===== config.mk =====
export PLATFORM = sky130hd
export DESIGN_NAME = hwl_unit
export DESIGN_NICKNAME = d
export VERILOG_FILES = /design/src/design/hwl_pkg.sv /design/src/design/hwl_gpr_if.sv /design/src/design/hwl_decode.sv /design/src/design/hwl_unit.sv
export VERILOG_INCLUDE_DIRS = /design/src /design/src/design
export SDC_FILE = /design/constraint.sdc
export NUM_CORES = 1
export LEC_CHECK = 0
export ABC_AREA = 1
export BUFFER_PORTS_ARGS = -buffer_cell sky130_fd_sc_hd__buf_2
export CAP_MARGIN = 10
export CORE_MARGIN = 2
export CORE_UTILIZATION = 40
export CTS_CLUSTER_SIZE = 24
export DETAILED_ROUTE_END_ITERATION = 8
export MAX_ROUTING_LAYER = met4
export PLACE_DENSITY = 0.76
export SETUP_SLACK_MARGIN = 0.05
export SYNTH_ARGS = -nofsm -noshare
export SYNTH_HDL_FRONTEND = slang
export SYNTH_SLANG_ARGS = --single-unit
export TNS_END_PERCENT = 10

===== constraint.sdc =====
create_clock -name clk_i -period 2.2 [get_ports clk_i]
set_clock_uncertainty 0.2 [all_clocks]
set_input_delay 0.11 -clock clk_i [delete_from_list [all_inputs] [get_ports clk_i]]
set_output_delay 0.11 -clock clk_i [all_outputs]
set_load 0.01 [all_outputs]

===== src/design/hwl_defs.svh =====
// Purpose: Constants for the halfword load unit.
// Assumes: Big-endian bit numbering, bit 0 is the most significant bit.
// Notes: Field positions are given as little-endian vector indices.
`ifndef HWL_DEFS_SVH
`define HWL_DEFS_SVH
`define HWL_OP_HI          31
`define HWL_OP_LO          26
`define HWL_TGT_HI         25
`define HWL_TGT_LO         21
`define HWL_BASE_HI        20
`define HWL_BASE_LO        16
`define HWL_IDX_HI         15
`define HWL_IDX_LO         11
`define HWL_XO_HI          10
`define HWL_XO_LO          1
`define HWL_DISP_HI        15
`define HWL_DISP_LO        0
`define HWL_OP_EXT         6'h1f
`define HWL_OP_LHZ         6'h28
`define HWL_OP_LHZU        6'h29
`define HWL_XO_ALG_IDX     10'h157
`define HWL_XO_BREV_IDX    10'h316
`define HWL_XO_ZU_IDX      10'h14b
`endif


===== src/design/hwl_pkg.sv =====
// Purpose: Types for the halfword load unit.
// Assumes: Nothing beyond the constants header.
// Notes: Holds the operation kinds and state layouts.
package hwl_pkg;
   typedef enum logic [2:0] {
      HWL_K_NONE,
      HWL_K_ALG_IDX,
      HWL_K_BREV_IDX,
      HWL_K_Z_DISP,
      HWL_K_ZU_DISP,
      HWL_K_ZU_IDX
   } hwl_kind_t;

   typedef enum logic [1:0] {
      HWL_S_IDLE,
      HWL_S_READ,
      HWL_S_WAIT
   } hwl_state_t;

   typedef struct packed {
      hwl_state_t state;
      hwl_kind_t  kind;
      logic [4:0] tgt;
      logic [4:0] base;
      logic       upd;
      logic [31:0] addr;
      logic        mem_req;
      logic        wb_tgt;
      logic [31:0] wb_tgt_data;
      logic        wb_base;
      logic [31:0] wb_base_data;
      logic        done;
      logic        fault;
   } hwl_st_t;
endpackage


===== src/design/hwl_gpr_if.sv =====
// Purpose: Read ports of the register file between decoder and top.
// Assumes: Reads return data in the same cycle.
// Notes: Two read ports, base and index; the displacement comes from the instruction word.
`timescale 1ns/100ps
interface hwl_gpr_if;
   logic [4:0]  base_sel;
   logic [4:0]  idx_sel;
   logic [31:0] base_val;
   logic [31:0] idx_val;
   modport dec
   (
      output base_sel,
      output idx_sel,
      input  base_val,
      input  idx_val
   );
   modport rf
   (
      input  base_sel,
      input  idx_sel,
      output base_val,
      output idx_val
   );
endinterface


===== src/design/hwl_decode.sv =====
// Purpose: Decode of a halfword load word into kind, fields and address.
// Assumes: Register values arrive combinationally over the interface.
// Notes: Purely combinational; the top registers the outcome.
`timescale 1ns/100ps
`include "hwl_defs.svh"
module hwl_decode
(
   input  wire logic [31:0]      instr_i,
   hwl_gpr_if.dec                gpr,
   output hwl_pkg::hwl_kind_t    kind_o,
   output logic [4:0]            tgt_o,
   output logic [4:0]            base_o,
   output logic [31:0]           addr_o
);
   logic [5:0]  op;
   logic [9:0]  xo;
   logic        indexed;
   logic [31:0] offset;
   logic [31:0] base_term;

   assign op = instr_i[`HWL_OP_HI:`HWL_OP_LO];
   assign xo = instr_i[`HWL_XO_HI:`HWL_XO_LO];
   assign tgt_o = instr_i[`HWL_TGT_HI:`HWL_TGT_LO];
   assign base_o = instr_i[`HWL_BASE_HI:`HWL_BASE_LO];
   assign gpr.base_sel = base_o;
   assign gpr.idx_sel = instr_i[`HWL_IDX_HI:`HWL_IDX_LO];

   always_comb
   begin
      kind_o = hwl_pkg::HWL_K_NONE;
      if (op == `HWL_OP_LHZ)
      begin
         kind_o = hwl_pkg::HWL_K_Z_DISP;
      end
      else if (op == `HWL_OP_LHZU)
      begin
         kind_o = hwl_pkg::HWL_K_ZU_DISP;
      end
      else if (op == `HWL_OP_EXT)
      begin
         if (xo == `HWL_XO_ALG_IDX)
         begin
            kind_o = hwl_pkg::HWL_K_ALG_IDX;
         end
         else if (xo == `HWL_XO_BREV_IDX)
         begin
            kind_o = hwl_pkg::HWL_K_BREV_IDX;
         end
         else if (xo == `HWL_XO_ZU_IDX)
         begin
            kind_o = hwl_pkg::HWL_K_ZU_IDX;
         end
      end
   end

   assign indexed = (op == `HWL_OP_EXT);
   // The displacement is sign-extended from sixteen bits.
   assign offset = indexed ? gpr.idx_val
                 : {{16{instr_i[`HWL_DISP_HI]}}, instr_i[`HWL_DISP_HI:`HWL_DISP_LO]};
   // A base field of zero means the value zero, not register zero.
   assign base_term = (base_o == 5'h00) ? 32'h0000_0000 : gpr.base_val;
   assign addr_o = base_term + offset;
endmodule


===== src/design/hwl_unit.sv =====
// Purpose: Executes halfword loads: decode, address, memory read, write-back.
// Assumes: Memory answers with mem_ack_i and mem_fault_i after a request.
// Notes: Never touches the exception register or condition field zero.
`timescale 1ns/100ps
`include "hwl_defs.svh"
module hwl_unit
(
   input  wire logic        clk_i,
   input  wire logic        nrst_i,
   input  wire logic        issue_i,
   input  wire logic [31:0] instr_i,
   output logic             ready_o,
   output logic             illegal_o,
   output logic [4:0]       rf_rsel_a_o,
   output logic [4:0]       rf_rsel_b_o,
   input  wire logic [31:0] rf_rdata_a_i,
   input  wire logic [31:0] rf_rdata_b_i,
   output logic             mem_req_o,
   output logic [31:0]      mem_addr_o,
   input  wire logic        mem_ack_i,
   input  wire logic [15:0] mem_rdata_i,
   input  wire logic        mem_fault_i,
   output logic             rf_we_tgt_o,
   output logic [4:0]       rf_wsel_tgt_o,
   output logic [31:0]      rf_wdata_tgt_o,
   output logic             rf_we_base_o,
   output logic [4:0]       rf_wsel_base_o,
   output logic [31:0]      rf_wdata_base_o,
   output logic             done_o,
   output logic             fault_o
);
   hwl_gpr_if gpr ();
   hwl_pkg::hwl_kind_t kind;
   logic [4:0]         tgt;
   logic [4:0]         base;
   logic [31:0]        addr;
   hwl_pkg::hwl_st_t   st_ff;
   hwl_pkg::hwl_st_t   nxt_st;

   hwl_decode u_dec
   (
      .instr_i (instr_i),
      .gpr     (gpr),
      .kind_o  (kind),
      .tgt_o   (tgt),
      .base_o  (base),
      .addr_o  (addr)
   );

   assign rf_rsel_a_o = gpr.base_sel;
   assign rf_rsel_b_o = gpr.idx_sel;
   assign gpr.base_val = rf_rdata_a_i;
   assign gpr.idx_val = rf_rdata_b_i;

   // Memory halfword arrives with its bit 0 as vector bit 15.
   function automatic logic [31:0] shape(input hwl_pkg::hwl_kind_t k, input logic [15:0] hw);
      logic [31:0] r;
      r = {16'h0000, hw};
      if (k == hwl_pkg::HWL_K_ALG_IDX)
      begin
         r = {{16{hw[15]}}, hw};
      end
      else if (k == hwl_pkg::HWL_K_BREV_IDX)
      begin
         r = {16'h0000, hw[7:0], hw[15:8]};
      end
      return r;
   endfunction

   assign ready_o = (st_ff.state == hwl_pkg::HWL_S_IDLE);
   assign illegal_o = issue_i && ready_o && (kind == hwl_pkg::HWL_K_NONE);
   assign mem_req_o = st_ff.mem_req;
   assign mem_addr_o = st_ff.addr;
   assign rf_we_tgt_o = st_ff.wb_tgt;
   assign rf_wsel_tgt_o = st_ff.tgt;
   assign rf_wdata_tgt_o = st_ff.wb_tgt_data;
   assign rf_we_base_o = st_ff.wb_base;
   assign rf_wsel_base_o = st_ff.base;
   assign rf_wdata_base_o = st_ff.wb_base_data;
   assign done_o = st_ff.done;
   assign fault_o = st_ff.fault;

   always_comb
   begin
      nxt_st = st_ff;
      nxt_st.mem_req = 1'b0;
      nxt_st.wb_tgt = 1'b0;
      nxt_st.wb_base = 1'b0;
      nxt_st.done = 1'b0;
      nxt_st.fault = 1'b0;
      unique case (st_ff.state)
         hwl_pkg::HWL_S_IDLE:
         begin
            if (issue_i && kind != hwl_pkg::HWL_K_NONE)
            begin
               nxt_st.kind = kind;
               nxt_st.tgt = tgt;
               nxt_st.base = base;
               nxt_st.addr = addr;
               nxt_st.upd = (kind == hwl_pkg::HWL_K_ZU_DISP) || (kind == hwl_pkg::HWL_K_ZU_IDX);
               nxt_st.mem_req = 1'b1;
               nxt_st.state = hwl_pkg::HWL_S_READ;
            end
         end
         hwl_pkg::HWL_S_READ:
         begin
            nxt_st.state = hwl_pkg::HWL_S_WAIT;
            if (mem_ack_i)
            begin
               nxt_st.state = hwl_pkg::HWL_S_IDLE;
            end
         end
         hwl_pkg::HWL_S_WAIT:
         begin
            if (mem_ack_i)
            begin
               nxt_st.state = hwl_pkg::HWL_S_IDLE;
            end
         end
      endcase
      // A fault cancels both write-backs; the interrupt logic lives outside.
      if (st_ff.state != hwl_pkg::HWL_S_IDLE && mem_ack_i)
      begin
         nxt_st.done = 1'b1;
         nxt_st.fault = mem_fault_i;
         nxt_st.wb_tgt = !mem_fault_i;
         nxt_st.wb_tgt_data = shape(st_ff.kind, mem_rdata_i);
         nxt_st.wb_base = st_ff.upd && !mem_fault_i && (st_ff.base != 5'h00)
                          && (st_ff.base != st_ff.tgt);
         nxt_st.wb_base_data = st_ff.addr;
      end
   end
   // No exception or condition register port exists, so none can change.

   always_ff @(posedge clk_i or negedge nrst_i)
   begin
      if (!nrst_i)
      begin
         st_ff <= '{state: hwl_pkg::HWL_S_IDLE, kind: hwl_pkg::HWL_K_NONE, default: '0};
      end
      else
      begin
         st_ff <= nxt_st;
      end
   end
endmodule

==> metrics.md <==
| Metric | Value |
|---|---|
| Clock latency on the worst-skew pair | 0.34 ns |
| Slowest stage delay, CP | 0.31 ns |
| # rows | 51 |
| Max Buffers Root-to-Sink | 2 |
| Most used cell, CP | nand2_1 |
| Top cell type by total area after synthesis | dfrtp_1 |
| Net Count, Synth | 1,335 |
| Final GP Congestion | 0.9002 |
| Ys Warns | 0 |
| Pleak | 6.117 nW |
| CTS tree | done |
| Final min period | 2.237 ns |
| Initial antenna violation count | 0 |
| Final period utilization | 1.017 |
| Max Used Layer | met4 |
| Total track usage | 0.2156 |
| Startpoint Class | primary input |
| Reg2reg setup slack | 0.08 ns |
| WL final | 22,830 µm |
| First-pass detailed-route iteration total | 4 |
| Critical path cell sequence | buf_2 -> nor2_2 -> nand2_4 -> buf_12 -> buf_8 -> o21ai_1 -> inv_1 -> ha_4 -> nand2_2 -> inv_1 -> nand2_1 -> and2_1 -> o21bai_1 -> nor2_1 -> nand2_1 -> nand2_1 -> nand3_2 -> nand2_1 |
| Synth top area share | 0.3246 |
| Chip Width | 144.2 µm |
| WL/cell | 13.45 µm |
| Layout cells sized above 1 | 0.3594 |
| CP Capture Type | flop |
| FF-to-FF path depth | 8 |
| Largest net degree at the start of global routing | 50 |
| Post-synthesis register bit count | 102 |
| Std-Cell Core Area | 19,400 µm² |
| Worst Path Required | 2.23 ns |
| PortBufs | 239 |
| DRT iter0 DRCs | 363 |
| Worst slew pin tran | 0.5112 ns |
| Final Core Density | 0.5522 |
| Worst hold stages | 5 |
| Post-synth EDFFs | 0 |
| Max Freq | 446.9 MHz |
| CTS clk-pin slew, worst paths | 0.07 ns |
| Fill cell count | 1,837 |
| Synth area leaders | dfrtp_1 32%, nand2_1 22%, buf_4 11% |
| WS Path Type | in -> reg |
| Ys flop type | dfrtp_1 |
| Root buffer cell | clkbuf_16 |
| CP delay by family, top | simple AND/OR/NAND/NOR gates |
| Number of max-cap violations | 0 |
| Fin. Hold Viols | 0 |
| PwrDens | 745.1 nW/µm² |
| Pre-CTS setup slack | -0.5466 ns |
| Die height | 144.2 µm |
| Die area | 20,800 µm² |
| Final Max Tran Viols | 0 |
| Worst Slack Setup Final | -0.03744 ns |
| Area Overhead vs Synth | 36.21% |
| Async SR Flop Fraction | 1.000 |
| CP max-delay cell | ha_4 |
| Avg Cell Area, Syn | 6.647 µm² |
| Hold_sp | mem_rdata_i[2] |
| Vias in the first global route | 7,196 |
| ANT cells | 0 |
| Peak VDD IR | 0.4120 mV |
| Hold Path Class | in -> reg |
| Unrepaired setup endpoints after global routing | true |
| CP max FO | 15 |
| Clock Sinks | 102 |
| Post-Syn Instances | 1,183 |
| Post-layout nets | 1,581 |
| Met3 wire len | 1161 µm |
| # setup viols final | 1 |
| Post-synthesis sequential area ratio | 0.3246 |
| CP arrival | 2.27 ns |
| Hold endpoint | rf_wdata_tgt_o[2] |
| Worst slew margin | 0.6592 |
| Synth Cell Area | 7864 µm² |
| Detail Route met2 WL | 10,750 µm |
| Num CTS Buffers | 9 |
| Drt via density | 4.618 |
| Status | finished with violations |
| H-Tree Depth | 3 |
| Overflow after GRT | 0 |
| Initial core utilization | 0.4054 |
| DRC violations left | 0 |
| Setup TNS | -0.03744 ns |
| R2R Path Start | st_ff[115] |
| Final ANT Viol Nets | 0 |
| Critical path buffers and inverters | 5 |
| Failing checks | setup timing |
| Netlist cell types | 32 |
| I/O pins | 240 |
| Vias | 7,842 |
| First-pass GRT wire length | 34,760 µm |
| DRT met1 WL | 10,500 µm |
| Hpwl dp | 17,300 µm |
| R2R Path End | rf_wdata_tgt_o[13] |
==> cell families after synthesis <==
| group | synth area share |
|---|---|
| and+or+nand+nor | 0.3039 |
| buffers and inverters | 0.2056 |
| xor gates and xnor gates | 0.02005 |
| DFF | 0.3246 |
| AOI/OAI and AO/OA | 0.08926 |
| adders and majority gates | 0.05664 |
==> per-layer routing <==
| layer | track usage | vias to the layer above |
|---|---|---|
| met4 | 0.05672 | 0 |
| met5 | - | - |
| li1 | - | 4015 |
| met1 | 0.2865 | 3549 |
| met2 | 0.3544 | 249 |
| met3 | 0.02185 | 29 |
==> repair_timing <==
item / 4_1_cts / 5_1_grt
pin swaps: 28 / 34
cloned: 1 / 0
buffers inserted: 5 / 4
setup endpoints to repair: 23 / 29
resized for setup: 82 / 109
hold buffers: 32 / 0
endpoints found under the hold margin: 99 / 0
==> layout by cell type (no fill, tap or decap), types with 8 or more instances in the layout <==
cell type	instances
nand2_1	418
buf_2	236
inv_1	151
dfrtp_1	102
buf_4	102
nand2_2	40
o21ai_0	34
nor2_1	33
dlygate4sd3_1	32
o21ai_1	29
nand3_1	26
ha_4	23
a21oi_1	18
a21oi_2	16
nand3b_1	13
nand2_4	11
nor2_2	11
inv_2	10
ha_1	10
nor3_1	9
o211ai_1	9
clkbuf_16	9
xnor2_1	8
o21a_1	8
==> worst reg2reg max path: cells and delay by family, from the launching register on <==
kind	cells	cell delay [ns]
buf+inv	3	0.92
flops	1	0.40
fa+ha+maj	1	0.22
compound gates	2	0.16
simple gates	2	0.11
==> power by group <==
| part | leakage, nW | total (mW) | internal, mW | switching (mW) |
|---|---|---|---|---|
| registers | 1.31 | 3.01 | 2.54 | 0.470 |
| clock network | 0.139 | 1.57 | 0.885 | 0.684 |
| logic | 4.67 | 3.40 | 1.52 | 1.88 |
| total | 6.12 | 7.98 | 4.95 | 3.03 |
==> worst max-delay path by stage <==
stage	slack [ns]	cells past startpoint	to	start
global placement	-0.54	18	mem_addr_o[26]	instr_i[26]
CTS	0.03	22	mem_addr_o[26]	instr_i[28]
detailed placement	-0.55	19	mem_addr_o[26]	instr_i[26]
floorplan	-0.08	19	mem_addr_o[28]	instr_i[26]
global route	-0.10	20	mem_addr_o[27]	instr_i[26]
finish	-0.04	18	mem_addr_o[26]	instr_i[31]
==> layout make-up <==
class                      instances  area, µm²  area share
inverter                         162      613.1     0.05724
tap                              265      331.6     0.03095
timing repair buffer             382       2462      0.2299
sequential                       102       2552      0.2383
clock inverter                     6      71.32    0.006658
clock buffer                       9      225.2     0.02103
multi-input combinational        772       4456      0.4160
==> cell usage after synthesis, drive strengths merged (5+ instances only) <==
library cell and count:
xnor2 14, inv 162, nand2 470, a21oi 34, o21ai 69, o21bai 5
nor3 14, o21a 8, o211ai 9, nand3 34, nand3b 13, clkbuf 21
nor2 49, dfrtp 102, buf 126, ha 34
==> flip-flops by register name (all words and copies together), names as in the netlist, 5 cells and up <==
| signal | count |
|---|---|
| mem_addr_o | 32 |
| rf_wdata_base_o | 32 |
| rf_wdata_tgt_o | 17 |
| rf_wsel_base_o | 5 |
| rf_wsel_tgt_o | 5 |
| st_ff | 6 |
==> stage by stage <==
stage / power (mW) / hold WS, ns / area [µm²] / std cells
2_1_floorplan: 5.458 / -0.3856 / 7936 / 1183
3_3_place_gp: 6.010 / -0.08187 / 9255 / 1641
3_5_place_dp: 6.095 / -0.07998 / 9255 / 1641
4_1_cts: 7.889 / 0.007208 / 10330 / 1694
5_1_grt: 8.592 / 0.03075 / 10710 / 1698
6_report: 7.981 / 0.007075 / 10710 / 1698
(Power assumes the default switching activity.)
